$ cat config.mk
export PLATFORM = sky130hd
export DESIGN_NAME = timer1_reload_load_ops
export DESIGN_NICKNAME = d
export VERILOG_FILES = /design/src/rtl/tmr_load_pkg.sv /design/src/rtl/timer1_reload_load_ops.sv
export SDC_FILE = /design/constraint.sdc
export NUM_CORES = 1
export LEC_CHECK = 0
export BUFFER_PORTS_ARGS = -buffer_cell sky130_fd_sc_hd__buf_2
export CELL_PAD_IN_SITES_DETAIL_PLACEMENT = 1
export CELL_PAD_IN_SITES_GLOBAL_PLACEMENT = 1
export CORE_MARGIN = 8
export CORE_UTILIZATION = 32
export DETAILED_ROUTE_END_ITERATION = 6
export MAX_ROUTING_LAYER = met4
export PLACE_DENSITY = 0.81
export SYNTH_ARGS = -nofsm -noshare
export SYNTH_HDL_FRONTEND = slang
export SYNTH_SLANG_ARGS = --single-unit
$ cat constraint.sdc
create_clock -name core_clk -period 1 [get_ports core_clk]
set_clock_uncertainty 0.2 [all_clocks]
set_input_delay 0.1 -clock core_clk [delete_from_list [all_inputs] [get_ports core_clk]]
set_output_delay 0.1 -clock core_clk [all_outputs]
set_load 0.01 [all_outputs]
$ cat src/rtl/tmr_load_pkg.sv
// Constants shared by the timer load path.
// Assumes a host core that decodes the load instructions for us.
package tmr_load_pkg;
  localparam int DATA_W = 8;
  localparam int NIB_W = 4;
  localparam int HI_LSB = 4;
  localparam logic [7:0] RST_VALUE = 8'h00;
  localparam int LOAD_CYCLES = 1;
endpackage
$ cat src/rtl/timer1_reload_load_ops.sv
// Timer 1 count and reload registers, with their instruction load path.
// Assumes the core decodes instructions and pulses one strobe per load,
// with accumulator and B valid in that cycle, on the same clock.
`timescale 1ns/1ps

// Behaviour
// - Combined load copies acc into the low nibble of timer and reload 1.
// - Second reload load puts register B into its upper nibble.
// - Second reload load puts acc into its lower nibble, timer untouched.
// - Second reload load takes one cycle, leaves carry alone, never skips.
module timer1_reload_load_ops
  import tmr_load_pkg::*;
(
  input wire logic core_clk,
  input wire logic rst,
  input wire logic clk_en,
  input wire logic load_timer_and_first_reload,
  input wire logic load_second_reload,
  input wire logic [NIB_W-1:0] acc,
  input wire logic [NIB_W-1:0] reg_b,
  output logic [DATA_W-1:0] timer_count,
  output logic [DATA_W-1:0] first_reload_value,
  output logic [DATA_W-1:0] second_reload_value,
  output logic carry_write,
  output logic skip_next,
  output logic load_done
);

  // ****************************************
  // Load decode
  // ****************************************
  logic [DATA_W-1:0] timer_ff;
  logic [DATA_W-1:0] reload1_ff;
  logic [DATA_W-1:0] reload2_ff;
  logic done_ff;
  wire logic [DATA_W-1:0] ab_word = {reg_b, acc};
  wire logic do_first = clk_en & load_timer_and_first_reload;
  wire logic do_second = clk_en & load_second_reload;
  wire logic [DATA_W-1:0] nxt_timer = do_first ? ab_word : timer_ff;
  wire logic [DATA_W-1:0] nxt_reload1 = do_first ? ab_word : reload1_ff;
  wire logic [DATA_W-1:0] nxt_reload2 = do_second ? ab_word : reload2_ff;

  // ****************************************
  // Registers
  // ****************************************
  // Both loads may coincide; they touch disjoint registers so no priority.
  always_ff @(posedge core_clk or posedge rst) begin
    if (rst) begin
      timer_ff <= RST_VALUE;
      reload1_ff <= RST_VALUE;
      reload2_ff <= RST_VALUE;
      done_ff <= 1'b0;
    end else if (clk_en) begin
      timer_ff <= nxt_timer;
      reload1_ff <= nxt_reload1;
      reload2_ff <= nxt_reload2;
      done_ff <= do_first | do_second;
    end
  end

  assign timer_count = timer_ff;
  assign first_reload_value = reload1_ff;
  assign second_reload_value = reload2_ff;
  // Neither load ever writes carry or requests a skip
  assign carry_write = 1'b0;
  assign skip_next = 1'b0;
  assign load_done = done_ff;
endmodule

# Word level (Yosys, flattened, before mapping)
# Index checks and enable logic that the tools add are counted.
dict set report word_totals {
  ff_bits 17
  elab_cells 8
  output_inout_bits 27
}
dict set report op_classes {
  reduce_logical 2
  bitwise 3
}
# cell n
set op_table {}
lappend op_table {{$reduce_and A2 Y1} 2}
lappend op_table {{$and A1 B1 Y1} 2}
lappend op_table {{$or A1 B1 Y1} 1}

# Logic depth before layout (Yosys ltp)
dict set report depth {
  word_depth 2
  depth_mapped 2
  depth_no_buf 2
}

# Worst setup path before layout
# OpenSTA, ideal clock, no wires.
dict set report synth_timing {
  path_kind {register to register}
  start {reg, netlist name timer_count[0]}
  end {reg timer_ff[0] (netlist: timer_count[0])}
  required_time_ns 0.675
  n_path_buf 0
  arrival_time_ns 0.659
  path_stages_with_launch 2
  slack_ns 0.016
  period_less_slack_ns 0.984
  setup_time_ns 0.125
  cell_sequence {dfrtp_1 mux2_2}
}
# element line
set synth_rtl {}
lappend synth_rtl {{end signal, assigned} timer1_reload_load_ops.sv:54} ;# timer_ff <= nxt_timer;
lappend synth_rtl {{end, declared} timer1_reload_load_ops.sv:32} ;# logic [DATA_W-1:0] timer_ff;

==> impl_metrics.json <==
{
  "place_congestion": 0.678,
  "cts_made_buffers": 3,
  "cts.sinks": 17,
  "cts.htree.levels": 1,
  "setup_viol": 28,
  "violations": "negative hold slack, negative setup slack",
  "die_h_um": 63.2,
  "crit_buf_inv": 1,
  "drive_gt1_share_pct": 70.3,
  "cp.required_ns": 0.70,
  "layout_setup_ws_ns": -0.127,
  "crit_arrival_ns": 0.83,
  "p_sw_uw": 462,
  "synth_top_area_share_pct": 59.6,
  "fmax_mhz": 887,
  "crit_family": "flip-flops",
  "critical_path_class": "flop to output pin",
  "ys_ff_latch": 17,
  "die_area_um2": 4000,
  "clock_path_buffers": 2,
  "combPwrFrac_pct": 28.3,
  "coreArea_um2": 2170,
  "drt_pre_antenna_iters": 4,
  "grt_pass1_wl_um": 2930,
  "synth_largest_area_cell": "dfrtp_1",
  "gr-total-overflow": 0,
  "status": "finished, violations left",
  "ys_warn_count": 0,
  "min_period_ns": 1.13,
  "grt_usage_pct": 9.19,
  "wl_um": 1710,
  "hold_viol": 17,
  "power.density_nw_per_um2": 1680,
  "hold-worst-slack_ns": -0.136,
  "start_kind": "flop",
  "nets": 105,
  "worstPathMaxFanout": 3,
  "synthCells": 50,
  "area_growth_pct": 38.4,
  "drtAntennaViolNets": 0,
  "start_util_pct": 32.9,
  "ios": 40,
  "hold_class": "primary input to flop",
  "power_frac_clock_pct": 20.9,
  "port_buffers": 37,
  "setup_tns_ns": -2.99,
  "num_vias": 498,
  "end_kind": "output pin",
  "internal_power_uw": 1190,
  "slowest_stage": "dfrtp_1",
  "synth_area_leaders": "dfrtp_1 60%, mux2_2 25%, buf_4 11%",
  "tritoncts": "yes",
  "ys_types": 8,
  "vias_per_cell": 4.18,
  "root_buffer": "clkbuf_4",
  "dpl_worst_slack_ns": -0.123,
  "num_antenna_cells": 0,
  "worstPathCellList": "buf_2",
  "max_stage_delay_ns": 0.40,
  "maxCapViolCount": 0,
  "power_frac_seq_pct": 50.8,
  "yosysSeqAreaShare_pct": 59.6,
  "grt_setup_unrepaired": "yes",
  "drc": 0,
  "fp.dieW_um": 63.2,
  "period_share_pct": 113,
  "vdd_drop_max_v": 0.000591,
  "antenna_found_initial": 0,
  "p_leak_uw": 0.000508,
  "first_iter_violations": 26,
  "grt_max_degree": 10,
  "std_cell_rows": 17,
  "synth_area_um2": 713,
  "dpl.hpwl_um": 1320,
  "r2r_slack_ns": -0.09,
  "post_drt_wl_per_cell_um": 14.3,
  "avgSynthCellArea_um2": 14.3,
  "insertion_delay_ns": 0.28,
  "grt_pass1_vias": 630,
  "clk_pin_slew_ns": 0.09,
  "swShare_pct": 27.9,
  "slew_viol_final": 0
}
-- state kept, by name, indices dropped and copies added (netlist names) --
| register | cells |
|---|---|
| timer_count | 8 |
| load_done | 1 |
| second_reload_value | 8 |
-- metrics by stage --
step                utilization (%)  instances  instance area [µm²]  power (µW)  hold slack, ns
floorplan                         -         51                  717        1120          -0.174
global placement               40.4        108                  877        1250          -0.101
detailed placement             40.4        108                  877        1270         -0.0890
CTS                            45.3        119                  983        1680          -0.145
global route                   45.5        119                  987        1760          -0.141
finish                         45.5        119                  987        1660          -0.136
-- synth_stat cells --
cell type  instances
dfrtp_1           17
mux2_2            16
buf_4             10
nand2_2            2
nor2_1             2
a21oi_1            1
conb_1             1
inv_1              1
-- kinds of logic after synthesis --
logic type / synth area share [%]
flops: 59.6
mux: 25.3
compound gates: 0.701
other cells: 0.526
buf+inv: 11.1
simple gates: 2.81
-- metal layers --
layer | vias up | global-route usage [%] | part of all wire (%)
met3 | 0 | 4.95 | 11
met5 | - | - | 0
met1 | 238 | 9.17 | 39
met2 | 24 | 15.0 | 50
met4 | 0 | 3.34 | 0
li1 | 236 | - | -
-- repair_timing --
action	4_1_cts	5_1_grt
gates resized for setup	4	1
endpoints found under the hold margin	34	17
pin swaps	0	2
endpoints found under the setup margin	25	30
hold buffers	4	1
buffers inserted	3	1
-- path summary, 6_finish.rpt --
check,startpoint,endpoint,cells past startpoint
min,acc[2],timer_count[2]$_DFFE_PP0P_,2
max,timer_count[7]$_DFFE_PP0P_,first_reload_value[7],1
max in group asynchronous,rst,second_reload_value[3]$_DFFE_PP0P_,4
max reg2reg,timer_count[4]$_DFFE_PP0P_,timer_count[4]$_DFFE_PP0P_,2
min reg2reg,second_reload_value[0]$_DFFE_PP0P_,second_reload_value[0]$_DFFE_PP0P_,1
min in group asynchronous,rst,load_done$_DFFE_PP0P_,4
-- power groups by stage --
stage | Sequential [µW] | Combinational [µW] | Clock [µW]
2_1_floorplan | 902 | 219 | 0
3_3_place_gp | 848 | 406 | 0
3_5_place_dp | 855 | 415 | 0
4_1_cts | 842 | 474 | 362
5_1_grt | 860 | 514 | 386
6_report | 841 | 469 | 347
-- cell type report --
cell class | instances | area, µm²
inverter | 1 | 3.75
fill | 256 | 1180
clock buffer | 4 | 26.3
sequential | 17 | 425
tap | 28 | 35.0
timing repair buffer | 46 | 273
multi-input combinational | 23 | 224
-- cell usage in the layout, fill, tap and decap left out --
cell           count
a21oi_1            1
buf_2             35
buf_4              6
buf_6              2
clkbuf_1           1
clkbuf_4           3
conb_1             2
dfrtp_1           17
dlygate4sd3_1      3
inv_1              1
mux2_2            13
mux2_4             3
nand2_2            2
nor2_1             2
No activity file was read; power rests on OpenSTA's default activity.
